==> config.mk <==
export PLATFORM = sky130hd
export DESIGN_NAME = lrpd_top
export DESIGN_NICKNAME = d
export VERILOG_FILES = /design/src/shared/lrpd_pkg.sv /design/src/hdl/lrpd_lane_seq.sv /design/src/hdl/lrpd_sync.sv /design/src/hdl/lrpd_top.sv
export SDC_FILE = /design/constraint.sdc
export NUM_CORES = 1
export LEC_CHECK = 0
export BUFFER_PORTS_ARGS = -buffer_cell sky130_fd_sc_hd__buf_2
export CAP_MARGIN = 15
export CELL_PAD_IN_SITES_DETAIL_PLACEMENT = 1
export CELL_PAD_IN_SITES_GLOBAL_PLACEMENT = 1
export CORE_AREA = 2 2 234 236
export CTS_BUF_LIST = sky130_fd_sc_hd__clkbuf_16
export CTS_CLUSTER_SIZE = 28
export DETAILED_ROUTE_END_ITERATION = 10
export DIE_AREA = 0 0 236 238
export PLACE_DENSITY = 0.72
export REMOVE_ABC_BUFFERS = 1
export SYNTH_ARGS = -nofsm -noshare
export SYNTH_HDL_FRONTEND = slang
export SYNTH_SLANG_ARGS = --single-unit
==> constraint.sdc <==
create_clock -name hclk -period 2.6 [get_ports hclk]
set_input_delay 0.39 -clock hclk [delete_from_list [all_inputs] [get_ports hclk]]
set_output_delay 0.39 -clock hclk [all_outputs]
set_load 0.05 [all_outputs]
==> src/shared/lrpd_pkg.sv <==
// constants, types and register map for the latching relay pulse driver
// ============================================================
// Function
// - latching coil pulsed for programmed delay only
// - clear old position, then set new
// - reselecting a set position reruns clear-set
// - status read from spare indicator contacts
// - six-way slot: six lines, reset, six readbacks
// - forty GHz: up to four eight-bit slots
// - twelve two-position switches on bits 1-24
// - mixed: two six-way slots, three pairs
// - separate non-latching bank held while set
// - no clearing pulses at power-up or reset
// - slot layout set by software, no identifier
package lrpd_pkg;

  // ============================================================
  // timing
  localparam int unsigned CLK_HZ        = 10_000_000;
  localparam int unsigned DELAY_UNIT_NS = 1000;
  localparam int unsigned CYC_PER_UNIT  =
    (CLK_HZ / 1_000_000) * DELAY_UNIT_NS / 1000;
  localparam int          CNT_W         = 24;
  localparam int          DELAY_W       = 16;
  localparam logic [DELAY_W-1:0] DELAY_RESET = 16'h3A98;

  // ============================================================
  // register byte offsets
  localparam logic [7:0] OFS_LATCH_CMD = 8'h00;
  localparam logic [7:0] OFS_STATUS    = 8'h04;
  localparam logic [7:0] OFS_DELAY     = 8'h08;
  localparam logic [7:0] OFS_LANE_MODE = 8'h0C;
  localparam logic [7:0] OFS_SPST      = 8'h10;
  localparam logic [7:0] OFS_READBACK  = 8'h14;
  localparam logic [7:0] OFS_COIL      = 8'h18;

  // ============================================================
  // lane layout
  localparam int NUM_LANES = 4;
  localparam int LANE_W    = 8;
  localparam int POS_LINES = 6;
  localparam int RESET_BIT = 6;
  localparam int MODE_W    = 2;
  localparam logic [7:0] LANE_MODE_RESET = 8'h55;

  localparam logic [MODE_W-1:0] MODE_NONE   = 2'h0;
  localparam logic [MODE_W-1:0] MODE_SIXWAY = 2'h1;
  localparam logic [MODE_W-1:0] MODE_PAIR4  = 2'h2;
  localparam logic [MODE_W-1:0] MODE_PAIR3  = 2'h3;

  // ============================================================
  // ahb encodings
  localparam logic [1:0] HTRANS_NONSEQ = 2'h2;
  localparam logic [1:0] HRESP_OKAY    = 2'h0;

  typedef enum logic [1:0] {
    ST_IDLE,
    ST_CLEAR,
    ST_SET
  } lrpd_state_type;

endpackage
==> src/hdl/lrpd_lane_seq.sv <==
// clear-then-set coil pulse sequencer for one eight-bit drive lane
`timescale 1ns/1ps
module lrpd_lane_seq
  import lrpd_pkg::*;
(
  input  wire logic              hclk,
  input  wire logic              hresetn,
  input  wire logic              cmd_valid,
  input  wire logic [LANE_W-1:0] cmd_byte,
  input  wire logic [MODE_W-1:0] mode,
  input  wire logic [CNT_W-1:0]  pulse_cycles,
  output logic      [LANE_W-1:0] coil_q,
  output logic                   busy_q,
  output logic                   pend_q
);

  lrpd_state_type   state_q;
  logic [LANE_W-1:0] pend_byte_q;
  logic [LANE_W-1:0] set_vec_q;
  logic [CNT_W-1:0]  cnt_q;
  logic [2*LANE_W-1:0] dec;

  // returns {clear lines, set lines}
  function automatic logic [2*LANE_W-1:0] decode(
    input logic [MODE_W-1:0] m,
    input logic [LANE_W-1:0] b
  );
    logic [LANE_W-1:0] clr;
    logic [LANE_W-1:0] set;
    logic              found;
    clr   = '0;
    set   = '0;
    found = 1'b0;
    if (m == MODE_SIXWAY) begin
      // lowest requested position wins; reset line clears the old one
      for (int i = 0; i < POS_LINES; i++) begin
        if (b[i] && !found) begin
          set[i] = 1'b1;
          found  = 1'b1;
        end
      end
      clr[RESET_BIT] = found;
    end else if (m == MODE_PAIR4 || m == MODE_PAIR3) begin
      for (int p = 0; p < LANE_W / 2; p++) begin
        if (m == MODE_PAIR4 || p < 3) begin
          if (b[2*p]) begin
            clr[2*p+1] = 1'b1;
            set[2*p]   = 1'b1;
          end else if (b[2*p+1]) begin
            clr[2*p]   = 1'b1;
            set[2*p+1] = 1'b1;
          end
        end
      end
    end
    return {clr, set};
  endfunction

  assign dec = decode(mode, pend_byte_q);

  // new command always overrides the clear of the pending flag
  always_ff @(posedge hclk or negedge hresetn) begin
    if (!hresetn) begin
      pend_q      <= 1'b0;
      pend_byte_q <= '0;
    end else if (cmd_valid) begin
      pend_q      <= 1'b1;
      pend_byte_q <= cmd_byte;
    end else if (state_q == ST_IDLE) begin
      pend_q <= 1'b0;
    end
  end

  // reset leaves every coil released: no clearing pulse at power-up
  always_ff @(posedge hclk or negedge hresetn) begin
    if (!hresetn) begin
      state_q   <= ST_IDLE;
      coil_q    <= '0;
      set_vec_q <= '0;
      cnt_q     <= '0;
      busy_q    <= 1'b0;
    end else begin
      case (state_q)
        ST_IDLE: begin
          if (pend_q && !cmd_valid && dec[LANE_W-1:0] != '0) begin
            coil_q    <= dec[2*LANE_W-1:LANE_W];
            set_vec_q <= dec[LANE_W-1:0];
            cnt_q     <= pulse_cycles - CNT_W'(1);
            busy_q    <= 1'b1;
            state_q   <= ST_CLEAR;
          end
        end
        ST_CLEAR: begin
          if (cnt_q == '0) begin
            coil_q  <= set_vec_q;
            cnt_q   <= pulse_cycles - CNT_W'(1);
            state_q <= ST_SET;
          end else begin
            cnt_q <= cnt_q - CNT_W'(1);
          end
        end
        ST_SET: begin
          if (cnt_q == '0) begin
            coil_q  <= '0;
            busy_q  <= 1'b0;
            state_q <= ST_IDLE;
          end else begin
            cnt_q <= cnt_q - CNT_W'(1);
          end
        end
        default: begin
          coil_q  <= '0;
          busy_q  <= 1'b0;
          state_q <= ST_IDLE;
        end
      endcase
    end
  end

endmodule

==> src/hdl/lrpd_sync.sv <==
// three-stage input synchroniser with agreement filter
`timescale 1ns/1ps
module lrpd_sync
  import lrpd_pkg::*;
#(
  parameter int WIDTH = 32
) (
  input  wire logic             hclk,
  input  wire logic             hresetn,
  input  wire logic [WIDTH-1:0] async_in,
  output logic      [WIDTH-1:0] sync_q
);

  logic [WIDTH-1:0] s1_q;
  logic [WIDTH-1:0] s2_q;
  logic [WIDTH-1:0] s3_q;

  always_ff @(posedge hclk or negedge hresetn) begin
    if (!hresetn) begin
      s1_q <= '0;
      s2_q <= '0;
      s3_q <= '0;
    end else begin
      s1_q <= async_in;
      s2_q <= s1_q;
      s3_q <= s2_q;
    end
  end

  // per bit: accept a change only once stages two and three agree
  always_ff @(posedge hclk or negedge hresetn) begin
    if (!hresetn) begin
      sync_q <= '0;
    end else begin
      sync_q <= (~(s2_q ^ s3_q) & s3_q) | ((s2_q ^ s3_q) & sync_q);
    end
  end

endmodule

==> src/hdl/lrpd_top.sv <==
// ahb-lite register slave and coil drive top for the relay card
//
// Local design decisions: the AHB-Lite slave port and the placing of the registers.
`timescale 1ns/1ps
module lrpd_top
  import lrpd_pkg::*;
(
  input  wire logic        hclk,
  input  wire logic        hresetn,
  input  wire logic        hsel,
  input  wire logic [31:0] haddr,
  input  wire logic [1:0]  htrans,
  input  wire logic        hwrite,
  input  wire logic [2:0]  hsize,
  input  wire logic [31:0] hwdata,
  input  wire logic        hready,
  output logic      [31:0] hrdata,
  output logic             hreadyout,
  output logic      [1:0]  hresp,
  output logic      [31:0] relay_drive_bit,
  output logic      [31:0] spst_drive,
  input  wire logic [31:0] readback_bit
);

  // ============================================================
  // bus address and data phase tracking
  logic                 wr_pend_q;
  logic                 rd_pend_q;
  logic [7:0]           addr_q;
  logic [31:0]          hrdata_q;
  logic                 hreadyout_q;
  logic [1:0]           hresp_q;
  logic                 accept;

  // ============================================================
  // registers
  logic [31:0]          latch_cmd_q;
  logic [DELAY_W-1:0]   delay_q;
  logic [7:0]           lane_mode_q;
  logic [31:0]          spst_q;
  logic [NUM_LANES-1:0] cmd_valid_q;
  logic [CNT_W-1:0]     pulse_cycles_q;

  // ============================================================
  // lane and readback wiring
  logic [31:0]          coil;
  logic [NUM_LANES-1:0] busy;
  logic [NUM_LANES-1:0] pend;
  logic [31:0]          readback_sync;

  assign accept = hsel && hready && htrans[1];

  always_ff @(posedge hclk or negedge hresetn) begin
    if (!hresetn) begin
      wr_pend_q <= 1'b0;
      rd_pend_q <= 1'b0;
      addr_q    <= '0;
    end else if (hready || hreadyout_q) begin
      wr_pend_q <= accept && hwrite;
      rd_pend_q <= accept && !hwrite;
      addr_q    <= haddr[7:0];
    end else begin
      rd_pend_q <= 1'b0;
    end
  end

  // reads take one wait state so the data reflect a write just before
  always_ff @(posedge hclk or negedge hresetn) begin
    if (!hresetn) begin
      hreadyout_q <= 1'b1;
    end else if (accept && !hwrite && hreadyout_q) begin
      hreadyout_q <= 1'b0;
    end else begin
      hreadyout_q <= 1'b1;
    end
  end

  always_ff @(posedge hclk or negedge hresetn) begin
    if (!hresetn) begin
      hresp_q <= HRESP_OKAY;
    end else begin
      hresp_q <= HRESP_OKAY;
    end
  end

  function automatic logic [31:0] read_mux(input logic [7:0] a);
    logic [31:0] d;
    d = '0;
    case (a)
      OFS_LATCH_CMD: d = latch_cmd_q;
      OFS_STATUS:    d = {24'h000000, pend, busy};
      OFS_DELAY:     d = {16'h0000, delay_q};
      OFS_LANE_MODE: d = {24'h000000, lane_mode_q};
      OFS_SPST:      d = spst_q;
      OFS_READBACK:  d = readback_sync;
      OFS_COIL:      d = coil;
      default:       d = '0;
    endcase
    return d;
  endfunction

  always_ff @(posedge hclk or negedge hresetn) begin
    if (!hresetn) begin
      hrdata_q <= '0;
    end else if (rd_pend_q && !hreadyout_q) begin
      hrdata_q <= read_mux(addr_q);
    end
  end

  // ============================================================
  // register writes
  always_ff @(posedge hclk or negedge hresetn) begin
    if (!hresetn) begin
      latch_cmd_q <= '0;
      cmd_valid_q <= '0;
    end else begin
      cmd_valid_q <= '0;
      if (wr_pend_q && addr_q == OFS_LATCH_CMD) begin
        latch_cmd_q <= hwdata;
        // a zero byte leaves that lane alone
        for (int l = 0; l < NUM_LANES; l++) begin
          cmd_valid_q[l] <= hwdata[l*LANE_W +: LANE_W] != '0;
        end
      end
    end
  end

  always_ff @(posedge hclk or negedge hresetn) begin
    if (!hresetn) begin
      delay_q <= DELAY_RESET;
    end else if (wr_pend_q && addr_q == OFS_DELAY) begin
      delay_q <= hwdata[DELAY_W-1:0];
    end
  end

  // slot layout is software's to declare after a module swap
  always_ff @(posedge hclk or negedge hresetn) begin
    if (!hresetn) begin
      lane_mode_q <= LANE_MODE_RESET;
    end else if (wr_pend_q && addr_q == OFS_LANE_MODE) begin
      lane_mode_q <= hwdata[7:0];
    end
  end

  // non-latching bank simply follows its bits
  always_ff @(posedge hclk or negedge hresetn) begin
    if (!hresetn) begin
      spst_q <= '0;
    end else if (wr_pend_q && addr_q == OFS_SPST) begin
      spst_q <= hwdata;
    end
  end

  // zero delay would wrap the pulse counter to its maximum; one unit is the floor
  always_ff @(posedge hclk or negedge hresetn) begin
    if (!hresetn) begin
      pulse_cycles_q <= CNT_W'(CYC_PER_UNIT);
    end else if (delay_q == '0) begin
      pulse_cycles_q <= CNT_W'(CYC_PER_UNIT);
    end else begin
      pulse_cycles_q <= CNT_W'(delay_q) * CNT_W'(CYC_PER_UNIT);
    end
  end

  // ============================================================
  // one sequencer per eight-bit slot
  for (genvar g = 0; g < NUM_LANES; g++) begin : g_lane
    lrpd_lane_seq u_seq (
      .hclk         (hclk),
      .hresetn      (hresetn),
      .cmd_valid    (cmd_valid_q[g]),
      .cmd_byte     (latch_cmd_q[g*LANE_W +: LANE_W]),
      .mode         (lane_mode_q[g*MODE_W +: MODE_W]),
      .pulse_cycles (pulse_cycles_q),
      .coil_q       (coil[g*LANE_W +: LANE_W]),
      .busy_q       (busy[g]),
      .pend_q       (pend[g])
    );
  end

  lrpd_sync #(.WIDTH(32)) u_rb_sync (
    .hclk     (hclk),
    .hresetn  (hresetn),
    .async_in (readback_bit),
    .sync_q   (readback_sync)
  );

  assign hrdata          = hrdata_q;
  assign hreadyout       = hreadyout_q;
  assign hresp           = hresp_q;
  assign relay_drive_bit = coil;
  assign spst_drive      = spst_q;

endmodule

==> summary.txt, run 1 <==
Outcome
  – Status: complete, but fails checks
  – Violated checks: setup timing

Finish
  – Layout cell share with drive strength beyond 1: 27.03%
  – Layout area overhead: 24.24%
  – Number of fill cells: 5,735
  – Layout net count: 2,651
  – Antenna diode count: 0

Detailed routing
  – First-pass iteration count of the detailed router: 5
  – Initial drt markers: 1,297
  – Remaining DRCs: 0
  – Wirelength, routed: 75.93 mm
  – Final ANT Viol Nets: 0
  – Vias: 19,430
  – Vias/cell: 6.014
  – Avg WL per Cell: 23.51 µm

Floorplanning
  – Die Footprint: 56,170 µm²
  – DIE WIDTH: 236 µm
  – # IOs: 205
  – Initial Util: 42.87%
  – FP Rows: 85
  – Die height: 238 µm
  – Core ar.: 53,500 µm²

Timing
  – RSZ-0062 raised after global routing: yes
  – Ratio of final minimum period to clock period: 102.4%
  – Slew Viols, Final: 0
  – Slew headroom: 51.96%
  – Worst slew pin tran: 0.7180 ns
  – Minimum clock period: 2.664 ns
  – WHS: 0.02478 ns
  – Sum of negative setup slack: -0.4935 ns
  – Setup Skew: 0.02107 ns
  – Final worst slack: -0.06355 ns
  – Final setup viols: 16
  – Final Hold Fails: 0
  – F_max: 375.4 MHz

Yosys
  – Distinct cells, synth: 89
  – Cell count after synthesis: 2,116
  – Number of synthesized flops with an enable pin: 0
  – Top FF cell, synth: dfrtp_1
  – Mapped Area: 22,930 µm²
  – Async SR Flop Fraction: 100.0%
  – Yosys Warn Count: 0
  – Synth Area per Inst: 10.84 µm²
  – Register area share after synthesis: 53.54%
  – #FFs+latches synth: 490

Placement
  – Dpl hpwl: 51.70 mm
  – Routability cong.: 0.8719
  – PortBufs: 174

Critical path
  – R2r worst-path depth: 8
  – FF-to-FF setup slack: -0.06 ns
  – Crit path cell chain: or4_4 -> or4_4 -> buf_8 -> buf_6 -> o41a_1 -> buf_6 -> o32ai_1 -> a22o_1
  – Reg2Reg Launch Point: g_lane[3].u_seq.cnt_q[18]
  – Crit path DAT: 3.19 ns
  – R2R Path End: g_lane[3].u_seq.cnt_q[8]
  – Critical path class: reg -> reg
  – CP max stage delay: 0.55 ns
  – Crit-path max FO: 7
  – Critical path data required time: 3.13 ns
  – Critical Path End Type: flip-flop
  – Crit start category: flip-flop
  – Slowest CP cell: or4_4

Clocking
  – CTS tree: yes
  – Clock transition at path regs: 0.06 ns
  – H-tree depth reported by CTS: 2
  – Root Driver: clkbuf_16
  – Clock Latency Late Sink: 0.61 ns
  – TritonCTS Buffers: 53
  – Max Buffers Root-to-Sink: 3
  – Clock sink count: 490

GRT
  – First-pass GRT wire length: 119.8 mm
  – Vias in the first global route: 20,860
  – Remaining global-route overflow: 0
  – Pin count of the biggest net entering global routing: 83
  – Initial antenna violation count: 1
  – Overall Global Routing Usage: 26.78%

Min path
  – Hold Path Stages: 2
  – Hold WC Path Type: in -> reg
  – Hold_sp: haddr[0]
  – Worst Hold Path EP: addr_q[0]

Pwr
  – Pleak: 12.58 nW
  – Clock share of power: 28.5%
  – Psw: 9.522 mW
  – Seq pwr share: 38.7%
  – Sw frac: 36.92%
  – Combinational fraction of design power: 32.8%
  – Power Density: 905.0 nW/µm²
  – Worst IR drop on VDD: 671.8 µV
  – Power Internal: 16.27 mW

Flow run
  – Maximum capacitance violations: 0
## registers in the layout, indices dropped and copies added, names as in the netlist, named ones only
name / cells
addr_q: 8
cmd_valid_q: 4
delay_q: 16
g_lane.u_seq.busy_q: 4
g_lane.u_seq.cnt_q: 96
g_lane.u_seq.coil_q: 32
g_lane.u_seq.pend_byte_q: 32
g_lane.u_seq.pend_q: 4
g_lane.u_seq.set_vec_q: 32
g_lane.u_seq.state_q: 8
hrdata: 32
hreadyout: 1
lane_mode_q: 8
latch_cmd_q: 32
pulse_cycles_q: 19
rd_pend_q: 1
spst_drive: 32
u_rb_sync.s1_q: 32
u_rb_sync.s2_q: 32
u_rb_sync.s3_q: 32
wr_pend_q: 1
## logic make-up (layout without fill, tap and decap cells)
family | Yosys count | count (layout) | share of synthesized area [%]
xor+xnor | 24 | 24 | 0.9165
flops | 490 | 490 | 53.54
fa+ha+maj | 86 | 86 | 4.375
mux | 132 | 132 | 6.443
compound gates | 642 | 642 | 18.95
simple gates | 561 | 561 | 12.27
buf+inv | 180 | 597 | 3.486
other cells | 1 | 2 | 0.01635
## how the worst max path moves through the flow
stage,end,from,slack (ns),cells after the start
after CTS,g_lane[3].u_seq.cnt_q[18],g_lane[3].u_seq.cnt_q[18],-0.01,8
after detailed placement,g_lane[3].u_seq.cnt_q[18],lane_mode_q[6],-0.14,6
after global routing,g_lane[3].u_seq.cnt_q[12],g_lane[3].u_seq.cnt_q[18],-0.15,9
after floorplan,spst_drive[0],addr_q[1],-0.62,4
final,g_lane[3].u_seq.cnt_q[8],g_lane[3].u_seq.cnt_q[18],-0.06,8
after global placement,g_lane[3].u_seq.cnt_q[18],lane_mode_q[6],-0.09,6
## Yosys cell counts (all sizes together) (7+ instances only)
master | instances | share of area [%]
mux2i | 7 | 0.31
dfrtp | 476 | 52
o21ai | 191 | 4.2
xor2 | 11 | 0.42
o2bb2ai | 9 | 0.34
mux2 | 125 | 6.1
buf | 26 | 0.86
nand2b | 17 | 0.46
a32oi | 22 | 0.84
o21a | 8 | 0.26
nand2 | 156 | 2.6
a22oi | 31 | 1.1
a22o | 48 | 1.8
o32ai | 12 | 0.46
nor4 | 52 | 1.5
maj3 | 32 | 1.4
o41ai | 15 | 0.82
ha | 53 | 2.9
or4 | 14 | 0.49
dfstp | 14 | 1.6
a21o | 26 | 0.85
a31oi | 24 | 0.65
nand3 | 37 | 0.81
nand4 | 13 | 0.35
or3 | 17 | 0.46
a21oi | 117 | 2.6
xnor2 | 13 | 0.50
o31ai | 19 | 0.62
nor3 | 58 | 1.4
clkbuf | 88 | 1.5
inv | 66 | 1.1
nor2 | 134 | 2.2
o22ai | 29 | 0.79
and2 | 8 | 0.22
a222oi | 15 | 0.65
nor3b | 12 | 0.39
a221oi | 18 | 0.69
## power groups by stage
stage	clock network (mW)	logic, mW	registers [mW]
floorplan	0	3.71	10.4
global placement	0	7.23	9.94
detailed placement	0	7.52	10.0
CTS	7.50	7.87	9.92
global route	7.80	9.12	10.1
finish	7.35	8.46	9.98
## cell type report
type,instances,area [µm²],share of cell area (%)
clock buffer,53,1326,4.654
inverter,66,247.7,0.8694
tap,696,870.8,3.056
timing repair buffer,433,3287,11.54
clock inverter,45,332.8,1.168
multi-input combinational,1447,10150,35.62
sequential,490,12280,43.09
## layer usage
metal / global-route usage [%] / part of all wire (%)
met5: 0 / 0.017
met4: 8.782 / 3.0
met3: 4.142 / 5.3
met2: 44.12 / 48
met1: 36.33 / 44
## worst max-delay path: cells and delay by family (launching register included)
kind	cells	cell delay [ns]
AND/OR/NAND/NOR	2	0.98
AO/OA/AOI/OAI	3	0.79
buffers and inverters	3	0.45
flip-flops	1	0.38
## layout by cell type (no fill, tap or decap), types with 46 or more instances in the layout
cell type,synthesis,final
ha_1,53,52
nand2_1,156,155
a21oi_1,117,110
nor3_1,54,52
a22o_1,46,46
nor4_1,50,46
clkbuf_16,0,56
dfrtp_1,476,476
nor2_1,134,128
inv_1,66,77
mux2_2,125,125
buf_4,4,186
o21ai_0,176,134
o21ai_1,13,50
buf_2,8,174
## metrics by stage
stage	std cells	setup slack (ns)	cell area (µm²)	power, mW	utilization (%)
after floorplan	2003	-0.6216	22390	14.13	-
after global placement	3078	-0.09469	25900	17.17	48.42
after detailed placement	3078	-0.1426	25900	17.53	48.42
after CTS	3219	-0.01327	28100	25.29	52.53
after global routing	3230	-0.1482	28490	27.05	53.27
final	3230	-0.06355	28490	25.79	53.27
## timing repair
action	4_1_cts	5_1_grt
setup buffers	5	6
gates cloned	2	5
endpoints found under the hold margin	82	0
gates resized for setup	20	94
pin swaps	8	27
setup endpoints to repair	58	78
hold buffers	36	0
No activity file was read; power rests on OpenSTA's default activity.
==> inputs of run 2 (changes only) <==
Settings changed: RECOVER_POWER set to 25.
==> summary.txt, run 2 (synthesis gave the netlist of run 1 again) <==
Pwr
  – Psw: 9.530 mW
  – Power Density: 907.2 nW/µm²
  – Pleak: 12.51 nW
  – Sw frac: 36.95%
  – Combinational fraction of design power: 32.8%
  – Worst IR drop on VDD: 671.0 µV
  – Overall power: 25.79 mW
  – Clock share of power: 28.5%
  – Power Internal: 16.26 mW
  – Seq pwr share: 38.7%

Detailed routing
  – First-pass iteration count of the detailed router: 5
  – Avg WL per Cell: 23.52 µm
  – M1 WL: 33.35 mm
  – Vias: 19,440
  – Final ANT Viol Nets: 0
  – Max layer used: met5
  – Initial drt markers: 1,287
  – Met2 Wirelength: 36.31 mm
  – Vias/cell: 6.019
  – Wirelength, routed: 75.96 mm
  – Met3 routed WL: 3.880 mm
  – Remaining DRCs: 0

Clocking
  – Clock sink count: 490
  – Clock Latency Late Sink: 0.61 ns
  – CTS tree: yes
  – Root Driver: clkbuf_16
  – Clock transition at path regs: 0.06 ns
  – H-tree depth reported by CTS: 2
  – TritonCTS Buffers: 53
  – Max Buffers Root-to-Sink: 3

GRT
  – First-pass GRT wire length: 119.8 mm
  – Remaining global-route overflow: 0
  – Initial antenna violation count: 1
  – Vias in the first global route: 20,860
  – Overall Global Routing Usage: 26.78%
  – Pin count of the biggest net entering global routing: 83

Placement
  – Dpl hpwl: 51.70 mm
  – Placed insts: 3,078
  – Routability cong.: 0.8719
  – PortBufs: 174
  – Place WS: -0.1426 ns
  – Placed cell area: 25,900 µm²

Timing
  – Minimum clock period: 2.664 ns
  – Final Hold Fails: 0
  – RSZ-0062 raised after global routing: yes
  – Slew headroom: -37.71%
  – Setup Skew: 0.02096 ns
  – Worst slew pin tran: 2.066 ns
  – Slew Viols, Final: 61
  – Final worst slack: -0.06421 ns
  – WHS: 0.02422 ns
  – Final setup viols: 16
  – F_max: 375.3 MHz
  – Ratio of final minimum period to clock period: 102.5%
  – Sum of negative setup slack: -0.4864 ns

Floorplanning
  – Core ar.: 53,500 µm²
  – FP Rows: 85
  – Die Footprint: 56,170 µm²
  – Die height: 238 µm
  – Initial Util: 42.87%
  – # IOs: 205
  – DIE WIDTH: 236 µm

Outcome
  – Status: complete, but fails checks
  – Violated checks: capacitance limit, slew limit, setup timing

Finish
  – Antenna diode count: 0
  – Max FFs per register: 96
  – Layout area overhead: 23.94%
  – Commonest non-fill, non-tap cell in the layout: dfrtp_1
  – Commonest cells after routing, fill and taps aside: 476 x dfrtp_1, 175 x buf_4, 168 x buf_2
  – Largest Register: g_lane.u_seq.cnt_q
  – Layout net count: 2,651
  – Layout cell share with drive strength beyond 1: 26.40%
  – Non-Filler Instances: 3,230
  – Final Instance Area: 28,430 µm²
  – Util after Layout: 53.14%

Critical path
  – Critical path class: reg -> reg
  – Critical Path End Type: flip-flop
  – Crit start category: flip-flop
  – Crit path DAT: 3.19 ns
  – Crit-path max FO: 7
  – Critical path data required time: 3.13 ns

Min path
  – Hold WC Path Type: in -> reg

Flow run
  – Maximum capacitance violations: 1
## run 2: changes by cell type in the layout (fill, tap and decap cells not counted)
| cell | change |
|---|---|
| buf_8 | -1 |
| clkbuf_1 | +15 |
| clkbuf_4 | +1 |
| buf_4 | -11 |
| buf_2 | -6 |
| dfstp_2 | -1 |
| buf_12 | -1 |
| dfstp_1 | +1 |
| clkbuf_2 | +3 |
## run 2: cell type report
type | count | area, µm²
tap | 696 | 870.8
fill | 5744 | 25070
sequential | 490 | 12280
clock buffer | 53 | 1326
inverter | 66 | 247.7
clock inverter | 45 | 332.8
timing repair buffer | 433 | 3218
multi-input combinational | 1447 | 10150
## run 2: path summary, 6_finish.rpt
check                                           from                   endpoint  slack, ns  cells past startpoint
setup reg to reg           g_lane[3].u_seq.cnt_q[18]   g_lane[3].u_seq.cnt_q[8]      -0.06                      8
min in group asynchronous                    hresetn   g_lane[1].u_seq.cnt_q[9]       0.90                      2
max in group asynchronous                    hresetn  g_lane[3].u_seq.coil_q[0]       0.20                      3
hold / removal                              haddr[0]                  addr_q[0]       0.02                      2
hold reg to reg                    u_rb_sync.s1_q[3]          u_rb_sync.s2_q[3]       0.35                      0
setup / recovery           g_lane[3].u_seq.cnt_q[18]   g_lane[3].u_seq.cnt_q[8]      -0.06                      8
## run 2: worst max-delay path: stages (launching register included)
cell     delay, ns
dfrtp_1       0.38
or4_4         0.55
or4_4         0.43
buf_8         0.16
buf_6         0.11
o41a_1        0.46
buf_6         0.18
o32ai_1       0.13
a22o_1        0.20
## run 2: routing by layer
layer	vias to the layer above	track usage, %
met2	568	44.12
met5	-	0
met1	10070	36.33
li1	8652	-
met3	149	4.142
met4	2	8.782
## run 2: timing repair
item	in CTS	in global routing
gates resized for setup	20	94
setup endpoints to repair	58	78
buffers inserted	5	6
hold buffers	36	0
pin swaps	8	27
hold endpoints to repair	82	0
gates cloned	2	5
## run 2: power groups by stage
stage	combinational, mW	sequential (mW)	clock [mW]
after floorplan	3.71	10.4	0
after global placement	7.23	9.94	0
after detailed placement	7.52	10.0	0
after CTS	7.87	9.92	7.50
after global routing	9.12	10.1	7.80
final	8.46	9.98	7.35
==> inputs of run 3 (changes only) <==
Settings changed: CELL_PAD_IN_SITES_DETAIL_PLACEMENT 1 to not set, CELL_PAD_IN_SITES_GLOBAL_PLACEMENT 1 to not set, CORE_AREA 2 2 234 236 to 2 2 218 220, DIE_AREA 0 0 236 238 to 0 0 220 222, PLACE_DENSITY 0.72 to 0.67.
==> summary.txt, run 3 (synthesis gave the netlist of run 1 again) <==
Detailed routing
  – Initial drt markers: 1,815
  – Avg WL per Cell: 20.39 µm
  – First-pass iteration count of the detailed router: 6
  – Final ANT Viol Nets: 0
  – Wirelength, routed: 63.39 mm
  – Vias/cell: 6.040
  – Remaining DRCs: 0
  – Vias: 18,770

Min path
  – Hold WC Path Type: in -> reg
  – Hold Path Stages: 2
  – Worst Hold Path EP: addr_q[0]
  – Hold_sp: haddr[0]

Pwr
  – Power Density: 907.3 nW/µm²
  – Worst IR drop on VDD: 658.9 µV
  – Overall power: 25.47 mW
  – Pleak: 12.40 nW

Floorplanning
  – Die Footprint: 48,840 µm²
  – DIE WIDTH: 220 µm
  – Initial Util: 49.58%
  – FP Rows: 79
  – Core ar.: 46,260 µm²
  – Die height: 222 µm
  – # IOs: 205

GRT
  – Vias in the first global route: 18,750
  – First-pass GRT wire length: 101.3 mm
  – Pin count of the biggest net entering global routing: 84
  – Remaining global-route overflow: 0
  – Overall Global Routing Usage: 25.86%
  – Initial antenna violation count: 0

Critical path
  – Reg2Reg Launch Point: g_lane[3].u_seq.cnt_q[16]
  – Critical Path End Type: flip-flop
  – Slowest CP cell: or4_4
  – Critical path data required time: 3.09 ns
  – Crit path top cell by count: or4_4
  – FF-to-FF setup slack: -0.02 ns
  – R2r worst-path depth: 7
  – Crit-path max FO: 8
  – CP max stage delay: 0.55 ns
  – Crit start category: flip-flop
  – Crit path cell chain: or4_4 -> or4_4 -> o41ai_4 -> buf_4 -> clkbuf_16 -> o32ai_1 -> a22o_1
  – Critical path class: reg -> reg
  – Crit path DAT: 3.12 ns
  – R2R Path End: g_lane[3].u_seq.cnt_q[8]

Placement
  – Placed insts: 2,968
  – Dpl hpwl: 44.10 mm
  – Routability cong.: 0.9325
  – PortBufs: 174

Flow run
  – Maximum capacitance violations: 1

Outcome
  – Status: complete, but fails checks
  – Violated checks: capacitance limit, slew limit, setup timing

Clocking
  – Clock Latency Late Sink: 0.61 ns
  – H-tree depth reported by CTS: 2
  – Clock transition at path regs: 0.06 ns
  – Clock sink count: 490
  – CTS tree: yes
  – Root Driver: clkbuf_16
  – TritonCTS Buffers: 51
  – Max Buffers Root-to-Sink: 3

Finish
  – Max FFs per register: 96
  – Number of fill cells: 3,798
  – Antenna diode count: 0
  – Largest Register: g_lane.u_seq.cnt_q
  – Commonest cells after routing, fill and taps aside: 476 x dfrtp_1, 173 x buf_2, 159 x buf_4
  – Non-Filler Instances: 3,108
  – Layout area overhead: 22.43%
  – Layout net count: 2,621
  – Util after Layout: 60.70%
  – Layout cell share with drive strength beyond 1: 25.63%
  – Commonest non-fill, non-tap cell in the layout: dfrtp_1

Timing
  – F_max: 381.5 MHz
  – RSZ-0062 raised after global routing: yes
  – Minimum clock period: 2.621 ns
  – Slew headroom: -4.434%
  – Slew Viols, Final: 48
  – Ratio of final minimum period to clock period: 100.8%
  – Worst slew pin tran: 1.567 ns
  – Setup Skew: 0.02406 ns
  – Final setup viols: 5
  – Final Hold Fails: 0
  – Final worst slack: -0.02126 ns
run 3: cell count changes in the layout (fill, tap and decap cells not counted), moves of 5 or more:
| cell | previous run | this run |
|---|---|---|
| buf_2 | 168 | 173 |
| buf_4 | 175 | 159 |
| bufinv_16 | 4 | 10 |
| clkbuf_1 | 15 | 7 |
| clkinv_1 | 16 | 9 |
| inv_1 | 77 | 69 |
| o21ai_0 | 134 | 156 |
| o21ai_1 | 50 | 33 |
| o21ai_2 | 5 | 0 |
run 3: cell type report:
| class | count | area, µm² | share of cell area, % |
|---|---|---|---|
| Clock inverter | 42 | 496.7 | 1.769 |
| Sequential cell | 490 | 12280 | 43.73 |
| Timing Repair Buffer | 403 | 2972 | 10.58 |
| Tap cell | 607 | 759.5 | 2.705 |
| Clock buffer | 51 | 1276 | 4.545 |
| Inverter | 66 | 247.7 | 0.8823 |
| Multi-Input combinational cell | 1449 | 10050 | 35.78 |
run 3: worst max-delay path by stage:
stage / cells past startpoint / end / slack (ns) / start
after CTS: 5 / g_lane[3].u_seq.cnt_q[18] / -0.02 / g_lane[3].u_seq.cnt_q[18]
after global placement: 6 / g_lane[3].u_seq.cnt_q[18] / -0.15 / lane_mode_q[6]
final: 7 / g_lane[3].u_seq.cnt_q[8] / -0.02 / g_lane[3].u_seq.cnt_q[16]
after detailed placement: 6 / g_lane[3].u_seq.cnt_q[18] / -0.15 / lane_mode_q[6]
after global routing: 8 / g_lane[3].u_seq.coil_q[7] / -0.08 / g_lane[3].u_seq.cnt_q[16]
after floorplan: 4 / spst_drive[0] / -0.62 / addr_q[1]
run 3: power breakdown:
part	switching [mW]	total, mW	internal (mW)
Sequential	1.16	9.92	8.75
Combinational	4.65	7.82	3.17
Clock	3.14	7.74	4.60
Total	8.95	25.5	16.5
run 3: through the flow:
stage	instance area [µm²]	setup slack [ns]	hold WS [ns]	setup TNS [ns]
2_1_floorplan	22390	-0.6216	0.09441	-61.13
3_3_place_gp	25630	-0.1469	0.3321	-1.164
3_5_place_dp	25630	-0.1492	0.3356	-2.516
4_1_cts	27820	-0.02193	0.005169	-0.05652
5_1_grt	28080	-0.08492	0.01290	-1.016
6_report	28080	-0.02126	0.01715	-0.04651
run 3: timing repair:
action / 4_1_cts / 5_1_grt
hold buffers: 33 / 0
endpoints found under the hold margin: 72 / 0
gates cloned: 1 / 6
endpoints found under the setup margin: 53 / 68
buffers inserted: 2 / 5
resized for setup: 13 / 47
pin swaps: 6 / 19
run 3: layer usage:
metal	routed length [µm]	track usage [%]	up-vias
met5	0	0	-
met4	1368	6.387	0
met3	4659	4.719	94
met2	29710	40.93	709
met1	27640	36.89	9355
li1	-	-	8615
run 3: worst max-delay path: cells and delay by family, from the launching register on:
family / cells / cell delay, ns
compound gates: 3 / 0.69
buf+inv: 2 / 0.37
flops: 1 / 0.38
simple gates: 2 / 1.06
